[config.mk]
export PLATFORM = sky130hd
export DESIGN_NAME = mode_remap_regs
export DESIGN_NICKNAME = d
export VERILOG_FILES = /design/src/core/mode_remap_pkg.sv /design/src/core/mode_remap_regs.sv
export SDC_FILE = /design/constraint.sdc
export NUM_CORES = 1
export LEC_CHECK = 0
export BUFFER_PORTS_ARGS = -buffer_cell sky130_fd_sc_hd__buf_4
export CORE_ASPECT_RATIO = 1.25
export CORE_MARGIN = 2
export CORE_UTILIZATION = 53
export DETAILED_ROUTE_END_ITERATION = 8
export PLACE_DENSITY = 0.85
export SLEW_MARGIN = 25
export SYNTH_ARGS = -nofsm -noshare
export SYNTH_HDL_FRONTEND = slang
export SYNTH_SLANG_ARGS = --single-unit
export TNS_END_PERCENT = 50
[constraint.sdc]
create_clock -name ref_clk -period 3.2 [get_ports ref_clk]
set_clock_uncertainty 0.1 [all_clocks]
set_input_delay 0.16 -clock ref_clk [delete_from_list [all_inputs] [get_ports ref_clk]]
set_output_delay 0.16 -clock ref_clk [all_outputs]
set_load 0.02 [all_outputs]
[src/core/mode_remap_pkg.sv]
// Package for the width-mode and I2C remap register bank.
// Assumes an 8-bit register port with byte offsets as index.
package mode_remap_pkg;

  // ****************************************
  // Register offsets
  // ****************************************
  localparam logic [7:0] ADDR_WIDTH_MODE = 8'h05;
  localparam logic [7:0] ADDR_DESER_ADDRESS = 8'h06;
  localparam logic [7:0] ADDR_DESER_ALIAS = 8'h07;
  localparam logic [7:0] ADDR_TARGET_ADDRESS = 8'h08;
  localparam logic [7:0] ADDR_TARGET_ALIAS = 8'h09;
  localparam logic [7:0] ADDR_CRC_LOW = 8'h0A;
  localparam logic [7:0] ADDR_CRC_HIGH = 8'h0B;
  localparam logic [7:0] ADDR_REVISION = 8'h0C;
  localparam logic [7:0] ADDR_REMAP_CTRL = 8'h10;
  localparam logic [7:0] ADDR_IRQ_STATUS = 8'h11;
  localparam logic [7:0] ADDR_IRQ_ENABLE = 8'h12;
  localparam logic [7:0] ADDR_IRQ_CLEAR = 8'h13;

  // ****************************************
  // Field positions
  // ****************************************
  localparam int BIT_TEN = 0;
  localparam int BIT_TWELVE = 1;
  localparam int BIT_PIN_TEN = 2;
  localparam int BIT_PIN_TWELVE = 3;
  localparam int BIT_MODE_CURRENT = 4;
  localparam int BIT_OVERRIDE = 5;
  localparam int BIT_LOCK_ADDR = 0;
  localparam int BIT_FORWARD_EN = 2;
  localparam int BIT_REVISION_LSB = 5;
  localparam int IRQ_CRC_ERROR = 0;
  localparam int IRQ_ADDR_LOADED = 1;
  localparam int IRQ_REMAP_MISS = 2;
  localparam int IRQ_WIDTH = 3;

  // ****************************************
  // Reset values
  // ****************************************
  localparam logic [7:0] RESET_BYTE = 8'h00;
  localparam logic [7:0] RESET_REMAP_CTRL = 8'h04;
  localparam logic [15:0] RESET_CRC_COUNT = 16'h0000;

  // Width mode, two-bit select in one-hot-ish form
  typedef enum logic [1:0] {
    WIDTH_NONE = 2'h0,
    WIDTH_TEN = 2'h1,
    WIDTH_TWELVE = 2'h2
  } width_type;

  typedef struct packed {
    logic [6:0] addr;
    logic rd;
  } i2c_head_type;

  typedef struct packed {
    logic hit;
    logic to_deser;
    logic [6:0] addr;
    logic rd;
  } remap_type;

endpackage

[src/core/mode_remap_regs.sv]
// Width-mode select, I2C alias remap and back-channel CRC counter bank.
// Assumes pins and lock inputs come from other domains; I2C heads and
// CRC error pulses come from logic on ref_clk.
//
// The address-and-strobe port was decided locally.
`timescale 1ns/1ps

// How it works
// - Mode bit 4 is a read-only flag showing the far-end mode is current, reset zero.
// - Mode bits 3 and 2 read one when the strapped twelve- or ten-bit mode is active.
// - Mode bit 1 turns twelve-bit transmit on or off, acting only while bit 5 is one.
// - Mode bit 0 turns ten-bit transmit on or off, acting only while bit 5 is one.
// - Deserializer address register bits 7:1 hold its address, and zero blocks it.
// - After receive lock the learned deserializer address is loaded unless locked.
// - Deserializer address bit 0 locks the address against reload, reset zero.
// - Heads matching the deserializer alias get the deserializer address; zero disables.
// - Target address bits 7:1 replace the address of heads that hit the target alias.
// - Target alias bits 7:1 pick the decoded address; zero alias or address disables.
// - Back-channel CRC errors seen while receive lock is held count into sixteen read-only bits over two bytes.
// - Mode bit 5 lets the software width bits override the far-end mode, reset zero.
// - Control bit 2, reset one, enables forwarding on both alias paths.
module mode_remap_regs #(
  parameter int CRC_WIDTH = 16,
  parameter logic [2:0] REVISION = 3'h0 // Arbitrary value
) (
  // Clock, reset, enable
  input wire logic ref_clk,
  input wire logic arst_n,
  input wire logic clk_en,
  // Register port
  input wire logic [7:0] reg_addr,
  input wire logic [7:0] reg_wdata,
  input wire logic reg_wr,
  input wire logic reg_rd,
  output logic [7:0] reg_rdata,
  // Straps and link status, asynchronous
  input wire logic pin_twelve_bit,
  input wire logic pin_ten_bit,
  input wire logic rx_lock,
  // Back channel, same clock
  input wire logic [1:0] far_width_select,
  input wire logic far_width_valid,
  input wire logic [6:0] learned_deser_address,
  input wire logic crc_error,
  // Local I2C head to remap, same clock
  input wire logic head_valid,
  input wire mode_remap_pkg::i2c_head_type head_in,
  // Forwarded head, transmit mode and interrupt
  output mode_remap_pkg::remap_type head_out,
  output logic head_out_valid,
  output mode_remap_pkg::width_type tx_width,
  output logic irq
);

  // Counter is read as two bytes, so only sixteen bits fit the map
  if (CRC_WIDTH != 16) begin : g_width_check
    $error("CRC_WIDTH must be 16");
  end

  // ****************************************
  // Reset release and pin synchronisers
  // ****************************************
  logic [1:0] rst_sync;
  logic rst_n;
  always_ff @(posedge ref_clk or negedge arst_n) begin
    if (!arst_n) begin
      rst_sync <= 2'h0;
    end else begin
      rst_sync <= {rst_sync[0], 1'h1};
    end
  end
  assign rst_n = rst_sync[1];

  logic [2:0] pin_sync [3];
  logic [2:0] pin_stable;
  logic [2:0] pin_raw;
  assign pin_raw = {rx_lock, pin_twelve_bit, pin_ten_bit};
  for (genvar i = 0; i < 3; i++) begin : g_sync
    always_ff @(posedge ref_clk or negedge rst_n) begin
      if (!rst_n) begin
        pin_sync[i] <= 3'h0;
        pin_stable[i] <= 1'h0;
      end else if (clk_en) begin
        pin_sync[i] <= {pin_sync[i][1:0], pin_raw[i]};
        // Only second and third stage agreeing counts as a change
        if (pin_sync[i][2] == pin_sync[i][1]) begin
          pin_stable[i] <= pin_sync[i][2];
        end
      end
    end
  end

  logic pin_ten;
  logic pin_twelve;
  logic lock_level;
  logic lock_prev;
  assign pin_ten = pin_stable[0];
  assign pin_twelve = pin_stable[1];
  assign lock_level = pin_stable[2];

  // ****************************************
  // Register state
  // ****************************************
  logic [7:0] width_mode;
  logic [7:0] deser_address;
  logic [7:0] deser_alias;
  logic [7:0] target_address;
  logic [7:0] target_alias;
  logic [7:0] remap_ctrl;
  logic [CRC_WIDTH-1:0] crc_count;
  logic [1:0] far_width;
  logic mode_current;
  logic [2:0] irq_status;
  logic [2:0] irq_enable;
  logic [2:0] irq_event;

  function automatic logic wr_hit(input logic [7:0] a);
    wr_hit = reg_wr && (reg_addr == a);
  endfunction

  always_ff @(posedge ref_clk or negedge rst_n) begin
    if (!rst_n) begin
      width_mode <= mode_remap_pkg::RESET_BYTE;
    end else if (clk_en && wr_hit(mode_remap_pkg::ADDR_WIDTH_MODE)) begin
      // Status bits 4:2 are not storage
      width_mode <= {reg_wdata[7:5], 3'h0, reg_wdata[1:0]};
    end
  end

  // Far-end mode and its freshness flag
  always_ff @(posedge ref_clk or negedge rst_n) begin
    if (!rst_n) begin
      far_width <= 2'h0;
      mode_current <= 1'h0;
    end else if (clk_en) begin
      if (far_width_valid) begin
        far_width <= far_width_select;
        mode_current <= 1'h1;
      end else if (!lock_level) begin
        mode_current <= 1'h0;
      end
    end
  end

  // Software bits under override, else far-end mode while current, else strap mode
  always_ff @(posedge ref_clk or negedge rst_n) begin
    if (!rst_n) begin
      tx_width <= mode_remap_pkg::WIDTH_NONE;
    end else if (clk_en) begin
      if (width_mode[mode_remap_pkg::BIT_OVERRIDE]) begin
        // Both bits set is illegal; twelve-bit wins as a safe choice
        if (width_mode[mode_remap_pkg::BIT_TWELVE]) begin
          tx_width <= mode_remap_pkg::WIDTH_TWELVE;
        end else if (width_mode[mode_remap_pkg::BIT_TEN]) begin
          tx_width <= mode_remap_pkg::WIDTH_TEN;
        end else begin
          tx_width <= mode_remap_pkg::WIDTH_NONE;
        end
      end else if (mode_current) begin
        tx_width <= mode_remap_pkg::width_type'(far_width);
      end else if (pin_twelve) begin
        tx_width <= mode_remap_pkg::WIDTH_TWELVE;
      end else if (pin_ten) begin
        tx_width <= mode_remap_pkg::WIDTH_TEN;
      end else begin
        tx_width <= mode_remap_pkg::WIDTH_NONE;
      end
    end
  end

  // Deserializer address: software write or load after lock
  logic load_learned;
  assign load_learned = lock_level && !lock_prev
    && !deser_address[mode_remap_pkg::BIT_LOCK_ADDR];
  always_ff @(posedge ref_clk or negedge rst_n) begin
    if (!rst_n) begin
      deser_address <= mode_remap_pkg::RESET_BYTE;
      lock_prev <= 1'h0;
    end else if (clk_en) begin
      lock_prev <= lock_level;
      if (wr_hit(mode_remap_pkg::ADDR_DESER_ADDRESS)) begin
        deser_address <= reg_wdata;
      end else if (load_learned) begin
        deser_address <= {learned_deser_address, 1'h0};
      end
    end
  end

  always_ff @(posedge ref_clk or negedge rst_n) begin
    if (!rst_n) begin
      deser_alias <= mode_remap_pkg::RESET_BYTE;
      target_address <= mode_remap_pkg::RESET_BYTE;
      target_alias <= mode_remap_pkg::RESET_BYTE;
      remap_ctrl <= mode_remap_pkg::RESET_REMAP_CTRL;
    end else if (clk_en) begin
      if (wr_hit(mode_remap_pkg::ADDR_DESER_ALIAS)) begin
        deser_alias <= reg_wdata;
      end
      if (wr_hit(mode_remap_pkg::ADDR_TARGET_ADDRESS)) begin
        target_address <= reg_wdata;
      end
      if (wr_hit(mode_remap_pkg::ADDR_TARGET_ALIAS)) begin
        target_alias <= reg_wdata;
      end
      if (wr_hit(mode_remap_pkg::ADDR_REMAP_CTRL)) begin
        remap_ctrl <= reg_wdata;
      end
    end
  end

  // ****************************************
  // Alias decode and remap
  // ****************************************
  logic deser_hit;
  logic target_hit;
  logic forward_en;
  assign forward_en = remap_ctrl[mode_remap_pkg::BIT_FORWARD_EN];
  assign deser_hit = forward_en && deser_alias[7:1] != 7'h00
    && deser_address[7:1] != 7'h00
    && head_in.addr == deser_alias[7:1];
  assign target_hit = forward_en && target_alias[7:1] != 7'h00
    && target_address[7:1] != 7'h00
    && head_in.addr == target_alias[7:1];

  always_ff @(posedge ref_clk or negedge rst_n) begin
    if (!rst_n) begin
      head_out <= '0;
      head_out_valid <= 1'h0;
    end else if (clk_en) begin
      head_out_valid <= head_valid && (deser_hit || target_hit);
      head_out.rd <= head_in.rd;
      head_out.hit <= head_valid && (deser_hit || target_hit);
      head_out.to_deser <= deser_hit;
      // Deserializer alias takes priority when both aliases match
      if (deser_hit) begin
        head_out.addr <= deser_address[7:1];
      end else if (target_hit) begin
        head_out.addr <= target_address[7:1];
      end else begin
        head_out.addr <= head_in.addr;
      end
    end
  end

  // ****************************************
  // CRC error counter
  // ****************************************
  always_ff @(posedge ref_clk or negedge rst_n) begin
    if (!rst_n) begin
      crc_count <= mode_remap_pkg::RESET_CRC_COUNT;
    end else if (clk_en && crc_error && lock_level) begin
      // Saturates so a long error burst never wraps to a small count
      if (crc_count != {CRC_WIDTH{1'b1}}) begin
        crc_count <= crc_count + 16'h0001;
      end
    end
  end

  // ****************************************
  // Interrupts
  // ****************************************
  assign irq_event[mode_remap_pkg::IRQ_CRC_ERROR] = crc_error && lock_level;
  assign irq_event[mode_remap_pkg::IRQ_ADDR_LOADED] = load_learned;
  assign irq_event[mode_remap_pkg::IRQ_REMAP_MISS] = head_valid && !(deser_hit || target_hit);

  always_ff @(posedge ref_clk or negedge rst_n) begin
    if (!rst_n) begin
      irq_status <= 3'h0;
      irq_enable <= 3'h0;
      irq <= 1'h0;
    end else if (clk_en) begin
      if (wr_hit(mode_remap_pkg::ADDR_IRQ_ENABLE)) begin
        irq_enable <= reg_wdata[2:0];
      end
      // Set wins over a clear in the same cycle
      if (wr_hit(mode_remap_pkg::ADDR_IRQ_CLEAR)) begin
        irq_status <= (irq_status & ~reg_wdata[2:0]) | irq_event;
      end else begin
        irq_status <= irq_status | irq_event;
      end
      irq <= |(irq_status & irq_enable);
    end
  end

  // ****************************************
  // Read port
  // ****************************************
  logic [7:0] mode_read;
  assign mode_read = {width_mode[7:5], mode_current, pin_twelve, pin_ten,
    width_mode[1:0]};

  always_ff @(posedge ref_clk or negedge rst_n) begin
    if (!rst_n) begin
      reg_rdata <= 8'h00;
    end else if (clk_en) begin
      reg_rdata <= 8'h00;
      if (reg_rd) begin
        case (reg_addr)
          mode_remap_pkg::ADDR_WIDTH_MODE: reg_rdata <= mode_read;
          mode_remap_pkg::ADDR_DESER_ADDRESS: reg_rdata <= deser_address;
          mode_remap_pkg::ADDR_DESER_ALIAS: reg_rdata <= deser_alias;
          mode_remap_pkg::ADDR_TARGET_ADDRESS: reg_rdata <= target_address;
          mode_remap_pkg::ADDR_TARGET_ALIAS: reg_rdata <= target_alias;
          mode_remap_pkg::ADDR_CRC_LOW: reg_rdata <= crc_count[7:0];
          mode_remap_pkg::ADDR_CRC_HIGH: reg_rdata <= crc_count[15:8];
          mode_remap_pkg::ADDR_REVISION: reg_rdata <= {REVISION, 5'h00};
          mode_remap_pkg::ADDR_REMAP_CTRL: reg_rdata <= remap_ctrl;
          mode_remap_pkg::ADDR_IRQ_STATUS: reg_rdata <= {5'h00, irq_status};
          mode_remap_pkg::ADDR_IRQ_ENABLE: reg_rdata <= {5'h00, irq_enable};
          default: reg_rdata <= 8'h00;
        endcase
      end
    end
  end

  // ****************************************
  // Assertions
  // ****************************************
  a_override_twelve: assert property (@(posedge ref_clk) disable iff (!rst_n)
    clk_en && width_mode[5] && width_mode[1] |=> tx_width == mode_remap_pkg::WIDTH_TWELVE)
    else $error("override twelve-bit not applied");
  a_override_ten: assert property (@(posedge ref_clk) disable iff (!rst_n)
    clk_en && width_mode[5:0] == 6'h21 |=> tx_width == mode_remap_pkg::WIDTH_TEN)
    else $error("override ten-bit not applied");
  a_no_override: assert property (@(posedge ref_clk) disable iff (!rst_n)
    clk_en && !width_mode[5] && !mode_current && pin_twelve
    |=> tx_width == mode_remap_pkg::WIDTH_TWELVE)
    else $error("strap mode ignored without override");
  a_current_flag: assert property (@(posedge ref_clk) disable iff (!rst_n)
    clk_en && far_width_valid |=> mode_current)
    else $error("mode current flag not set");
  a_frozen_addr: assert property (@(posedge ref_clk) disable iff (!rst_n)
    clk_en && deser_address[0] && !reg_wr |=> $stable(deser_address))
    else $error("locked address changed");
  a_learned_load: assert property (@(posedge ref_clk) disable iff (!rst_n)
    clk_en && load_learned && !reg_wr
    |=> deser_address[7:1] == $past(learned_deser_address))
    else $error("learned address not loaded");
  a_deser_remap: assert property (@(posedge ref_clk) disable iff (!rst_n)
    clk_en && head_valid && deser_hit
    |=> head_out_valid && head_out.addr == $past(deser_address[7:1]))
    else $error("deserializer alias not remapped");
  a_zero_alias: assert property (@(posedge ref_clk) disable iff (!rst_n)
    clk_en && head_valid && target_alias[7:1] == 7'h00 && !deser_hit |=> !head_out_valid)
    else $error("zero target alias forwarded");
  a_crc_count: assert property (@(posedge ref_clk) disable iff (!rst_n)
    clk_en && crc_error && lock_level && crc_count != 16'hFFFF
    |=> crc_count == $past(crc_count) + 16'h0001)
    else $error("crc error not counted");

endmodule

# [Word-level counts from Yosys, hierarchy flattened]
# Index checks and enable logic that the tools add are counted.
# W data, S select, Z words.
[totals] register_bits=106 latch_bits=0 ram_bits=0 mem_bits_ro=0 inputBits=44 out_inout_bits=22 mem_count=0
[classes] addsub=1 n_mul=0 div_mod_pow=0 magnitude_cmp=0 eq_ne=18 shifts=0 mux=15 bitwise=5 n_reduce_logical=44
[op_table] operator="$pmux W8 S10" n=1
[op_table] operator="$eq A8 B4 Y1 const B" n=4
[op_table] operator="$eq A8 B5 Y1 const B" n=4
[op_table] operator="$reduce_bool A7 Y1" n=4
[op_table] operator="$eq A8 B3 Y1 const B" n=3
[op_table] operator="$mux W8" n=3
[op_table] operator="$reduce_and A2 Y1" n=12
[op_table] operator="$logic_and A1 B1 Y1" n=22
[op_table] operator="$add A16 B1 Y16 const B" n=1
[op_table] operator="$ne A16 B16 Y1 const B" n=1
[op_table] operator="$eq A7 B7 Y1" n=2
[op_table] operator="$mux W7" n=2
[op_table] operator="$mux W2" n=4
[op_table] operator="$and A3 B3 Y3" n=2
[op_table] operator="$or A3 B3 Y3" n=2
[op_table] operator="$mux W1" n=4
[op_table] operator="$eq A1 B1 Y1" n=3
[op_table] operator="$logic_not A1 Y1" n=3
[op_table] operator="$mux W3" n=1
[op_table] operator="$not A3 Y3" n=1
[op_table] operator="$reduce_or A3 Y1" n=1
[op_table] operator="$ne A2 B2 Y1 const B" n=1
[op_table] operator="$reduce_bool A2 Y1" n=1
[op_table] operator="$logic_or A1 B1 Y1" n=1

# [Logic depth before layout (Yosys ltp)]
[logic_depth] ltp_word=9 mapped_depth=8 ltp_nobuf=7

# [Worst setup path after synthesis]
# Ideal clock, no wire load.
[synth_timing] path_type="flip-flop to flip-flop" startpoint="register target_address[4]" endpoint="register head_out_valid" setup_time_ns=0.135 t_arrival_ns=1.612 setup_slack_ns=1.353 path_stages_with_launch=6 cell_sequence="dfrtp_1 -> or4_1 -> o41ai_1 -> nor3_2 -> o211ai_1 -> o21ai_0"
[synth_via] elab_chain_len=5
[synth_lines] element="start: declaration" line_no="mode_remap_regs.sv:107" rtl="logic [7:0] target_address;"
[synth_lines] element="start signal: assignment" line_no="mode_remap_regs.sv:192" rtl="target_address <= mode_remap_pkg::RESET_BYTE;"
[synth_lines] element="start signal: assignment" line_no="mode_remap_regs.sv:200" rtl="target_address <= reg_wdata;"
[synth_lines] element="$reduce_bool A7 Y1" line_no="mode_remap_regs.sv:222" rtl="&& target_address[7:1] != 7'h00"
[synth_lines] element="$logic_and A1 B1 Y1" line_no="mode_remap_regs.sv:222"
[synth_lines] element="$logic_and A1 B1 Y1" line_no="mode_remap_regs.sv:223" rtl="&& head_in.addr == target_alias[7:1];"
[synth_lines] element="$logic_or A1 B1 Y1" line_no="mode_remap_regs.sv:230" rtl="head_out_valid <= head_valid && (deser_hit || target_hit);"
[synth_lines] element="$logic_and A1 B1 Y1" line_no="mode_remap_regs.sv:230"
[synth_lines] element="end signal: assignment" line_no="mode_remap_regs.sv:230"
[synth_lines] element="end: declaration" line_no="mode_remap_regs.sv:50" rtl="output logic head_out_valid,"
# Every way passes these cells.
# A chain may end at the register's enable or synchronous reset.

# [Worst setup path after layout]
[layout_timing] startpoint="register deser_alias[2]" endpoint="register head_out[7] in the netlist's numbering"
[layout_via] elab_chain_len=5 word_cells_on_any_way=6 cone_classes="eq/ne (1); mux (1); reduce/logical (4)"
[layout_lines] element="start: declaration" line_no="mode_remap_regs.sv:106" rtl="logic [7:0] deser_alias;"
[layout_lines] element="start signal: assignment" line_no="mode_remap_regs.sv:191" rtl="deser_alias <= mode_remap_pkg::RESET_BYTE;"
[layout_lines] element="start signal: assignment" line_no="mode_remap_regs.sv:197" rtl="deser_alias <= reg_wdata;"
[layout_lines] element="$reduce_bool A7 Y1" line_no="mode_remap_regs.sv:218" rtl="assign deser_hit = forward_en && deser_alias[7:1] != 7'h00"
[layout_lines] element="$logic_and A1 B1 Y1" line_no="mode_remap_regs.sv:218"
[layout_lines] element="$logic_and A1 B1 Y1" line_no="mode_remap_regs.sv:219" rtl="&& deser_address[7:1] != 7'h00"
[layout_lines] element="$logic_and A1 B1 Y1 (*)" line_no="mode_remap_regs.sv:220" rtl="&& head_in.addr == deser_alias[7:1];"
[layout_lines] element="$mux W7 (*)" line_no="mode_remap_regs.sv:235" rtl="if (deser_hit) begin"
[layout_lines] element="end: declaration" line_no="mode_remap_regs.sv:49" rtl="output mode_remap_pkg::remap_type head_out,"
# Mark *: on every way between the ends. The rest lies on a longest branch, timed or not.

==> results.py <==
metrics = {
    "status": {
        "status": "completed",
    },
    "power": {
        "p_leak_nw": 2.85,
        "combPwrFrac": 0.153,
        "p_sw_frac": 0.292,
        "irDropWorstVdd_uv": 302,
        "p_seq_frac": 0.511,
        "p_int_mw": 2.36,
        "power.density_nw_per_um2": 526,
        "p_total_mw": 3.33,
        "clkPwrFrac": 0.335,
        "switchingPower_mw": 0.971,
    },
    "clocking": {
        "root_buffer": "clkbuf_16",
        "htreeDepth": 3,
        "clockBufferDepth": 2,
        "clkTransAtPathRegs_ns": 0.07,
        "post-cts-setup-buffers": 0,
        "cts_tree": "done",
        "clkSinkCount": 106,
        "cts_buffers": 9,
        "cts_resized": 0,
        "clk-insertion-delay-late_ns": 0.35,
        "cts-hold-fix-buffers": 10,
    },
    "timing": {
        "tightest_slew_ns": 0.804,
        "fmax_mhz": 455,
        "fin_hold_ws_ns": 0.000168,
        "period_share": 0.687,
        "setup-tns-final_ns": 0,
        "slew_violations": 0,
        "finalSetupViolations": 0,
        "rsz0062_at_grt": "false",
        "maxSlewHeadroom": 0.464,
        "hold_violations": 0,
        "min_period_ns": 2.20,
        "worst_slack_ns": 1.00,
    },
    "worst_setup_path": {
        "crit_buf_inv": 0,
        "cp_cell_sequence": "xnor2_1 > nand4_1 > a2111oi_4 > nand2b_1 > mux2i_1",
        "ff2ff_path_depth": 5,
        "r2r_end": "head_out[7]",
        "critPathKind": "register to register",
        "cp_slowest_stage_delay_ns": 0.58,
        "worstSetupStartpointType": "register",
        "rrSetupSlack_ns": 1.00,
        "endpoint_kind": "register",
        "worst_path_dominant_cell_family": "compound AO/OA/AOI/OAI gates",
        "r2r_start": "deser_alias[2]",
        "slowest_stage": "a2111oi_4",
        "worstPathArrival_ns": 2.37,
        "critical_path.max_fanout": 9,
        "worst-endpoint-required_ns": 3.37,
    },
    "placement": {
        "post-dp-hpwl_um": 10700,
        "port-buffer-count": 65,
        "place_ws_ns": 1.01,
        "gp_congestion": 0.922,
    },
    "floorplanning": {
        "rows": 40,
        "die_h_um": 116,
        "initial_core_util": 0.550,
        "coreArea_um2": 9710,
        "pin_count": 66,
        "die_x_um": 93.8,
        "die-area_um2": 10900,
    },
    "route": {
        "wl_um": 14400,
        "route.detailed.drc": 0,
        "wl_per_cell_um": 21.5,
        "ant_nets": 0,
        "vias": 4154,
        "via_per_inst": 6.19,
        "first_pass_iters": 5,
        "drt_iter0_markers": 352,
    },
    "logic_synthesis": {
        "yosysSeqAreaShare": 0.497,
        "synth_xor_xnor_area_share": 0.0476,
        "post_synth_main_area_contributors": "dfrtp_1 (49%), mux2_2 (12%), mux2i_1 (4.3%)",
        "synth_edf_count": 0,
        "synth_area_per_cell_um2": 11.4,
        "synth_fa_ha_area_frac": 0.00234,
        "synth_cells": 469,
        "synth_cell_types": 57,
        "netlist_area_um2": 5340,
        "yosys.area_share.simple": 0.138,
        "yosysWarnings": 0,
        "synth-compound-area-share": 0.122,
        "synthFlopType": "dfrtp_1",
        "synthMuxAreaShare": 0.168,
        "syn-num-nets": 514,
        "async_flop_share": 1.00,
        "synth-seq-cells": 106,
        "synth_top_family_by_area": "multiplexers",
        "yosysTopAreaCellShare": 0.492,
        "yosysTopAreaCell": "dfrtp_1",
    },
    "worst_hold_path": {
        "min_to": "deser_address[7]",
        "min_path_cells": 3,
        "min_path_type": "primary input to register",
        "min-delay-start": "learned_deser_address[6]",
    },
    "final_layout": {
        "multi_input_area_um2": 2550,
        "diodes": 0,
        "regArea_um2": 2660,
        "drive_above_1_share": 0.290,
        "fillers": 747,
        "area_growth_pct": 18.6,
        "nets": 585,
    },
    "global_routing": {
        "grt_pass1_wl_um": 22700,
        "antenna_found_initial": 0,
        "grt_util_all_layers": 0.277,
        "grt_start_max_net_pins": 61,
        "overflow": 0,
        "grt_pass1_vias": 4258,
    },
    "flow_run": {
        "maxCapViolCount": 0,
    },
}
==> flip-flops by register name, summed over array words and instances (netlist names), 5 cells and up <==
register,cells
crc_count,16
deser_address,8
deser_alias,8
head_out,9
pin_sync,9
reg_rdata,8
remap_ctrl,8
target_address,8
target_alias,8
width_mode,5
==> through the flow <==
step	util	cell area (µm²)	cells
after floorplan	-	5340	469
after global placement	0.611	5930	645
after detailed placement	0.611	5930	645
after CTS	0.652	6330	671
after global routing	0.652	6330	671
final	0.652	6330	671
==> synthesized netlist by cell type, drive strengths merged (3+ instances only) <==
cell type  instances
inv               10
nand3             12
nand2             44
dfrtp            105
a221oi             4
nor2              17
a21oi             13
nand4             10
xnor2             24
clkbuf             5
nor4               5
a32oi              3
o22ai              6
nor2b             10
a22oi              8
mux2i             23
a31oi             10
o2bb2ai            9
nand2b             3
mux2              55
and2               5
o21ai             32
buf               13
nor3              14
and3               3
xor2               5
==> metal layers <==
metal	track usage	up-vias	share of wire
li1	-	1861	-
met1	0.339	2071	0.39
met2	0.477	174	0.52
met3	0.0458	48	0.057
met4	0.131	0	0.038
met5	0	-	0
==> worst reg2reg max path, stage by stage (launching register included) <==
cell and delay, ns:
dfrtp_1 0.43, xnor2_1 0.27, nand4_1 0.19, a2111oi_4 0.58, nand2b_1 0.33, mux2i_1 0.21
==> worst max-delay path by stage <==
| stage | from | to | slack [ns] | depth (start not counted) |
|---|---|---|---|---|
| floorplan | rst_sync[1] | crc_count[0] | 1.32 | 0 |
| global route | deser_alias[2] | head_out[7] | 0.85 | 5 |
| finish | deser_alias[2] | head_out[7] | 1.00 | 5 |
| global placement | reg_addr[4] | deser_address[6] | 1.11 | 6 |
| CTS | deser_alias[2] | head_out[7] | 1.05 | 5 |
| detailed placement | reg_addr[4] | deser_address[0] | 1.01 | 5 |
==> power by group through the flow <==
stage                     clock network [mW]  registers [mW]  logic (mW)
after floorplan                            0            1.66       0.307
after global placement                     0            1.71       0.478
after detailed placement                   0            1.72       0.501
after CTS                               1.12            1.70       0.513
after global routing                    1.18            1.72       0.565
final                                   1.12            1.70       0.511
==> cells by family (layout without fill, tap and decap cells) <==
kind of cell,count (synthesis),count (layout)
and+or+nand+nor,128,128
DFF,106,106
AOI/OAI and AO/OA,96,96
muxes,80,80
xor gates and xnor gates,29,29
buffers and inverters,28,104
adders and majority gates,1,1
other,1,1
==> area by class of cell <==
| cell class | instances | share of cell area |
|---|---|---|
| flip-flops and latches | 106 | 0.420 |
| multi-input cells | 335 | 0.404 |
| repair buffers | 78 | 0.0985 |
| clock buffers | 11 | 0.0384 |
| well taps | 126 | 0.0249 |
| clock inverters | 5 | 0.00850 |
| inverters | 10 | 0.00593 |
==> cells in the final DEF, fill, tap and decap left out, types with 3 or more instances in the layout <==
cell / n
inv_1: 10
mux2_2: 55
xor2_1: 5
and2_1: 5
a32oi_1: 3
o22ai_1: 6
a22oi_1: 8
buf_4: 67
o21ai_0: 25
nand4_1: 10
dlygate4sd3_1: 10
nand2b_1: 3
o21ai_1: 7
nand3_1: 10
clkinv_2: 3
a31oi_1: 9
nor2_1: 16
nor2b_1: 10
nor3_4: 3
clkbuf_16: 9
nor4_1: 3
nor3_1: 10
mux2i_1: 23
a221oi_1: 4
nand2_1: 41
dfrtp_1: 104
xnor2_1: 24
o2bb2ai_1: 9
and3_1: 3
a21oi_1: 13
Power figures use the tool's default switching activity.
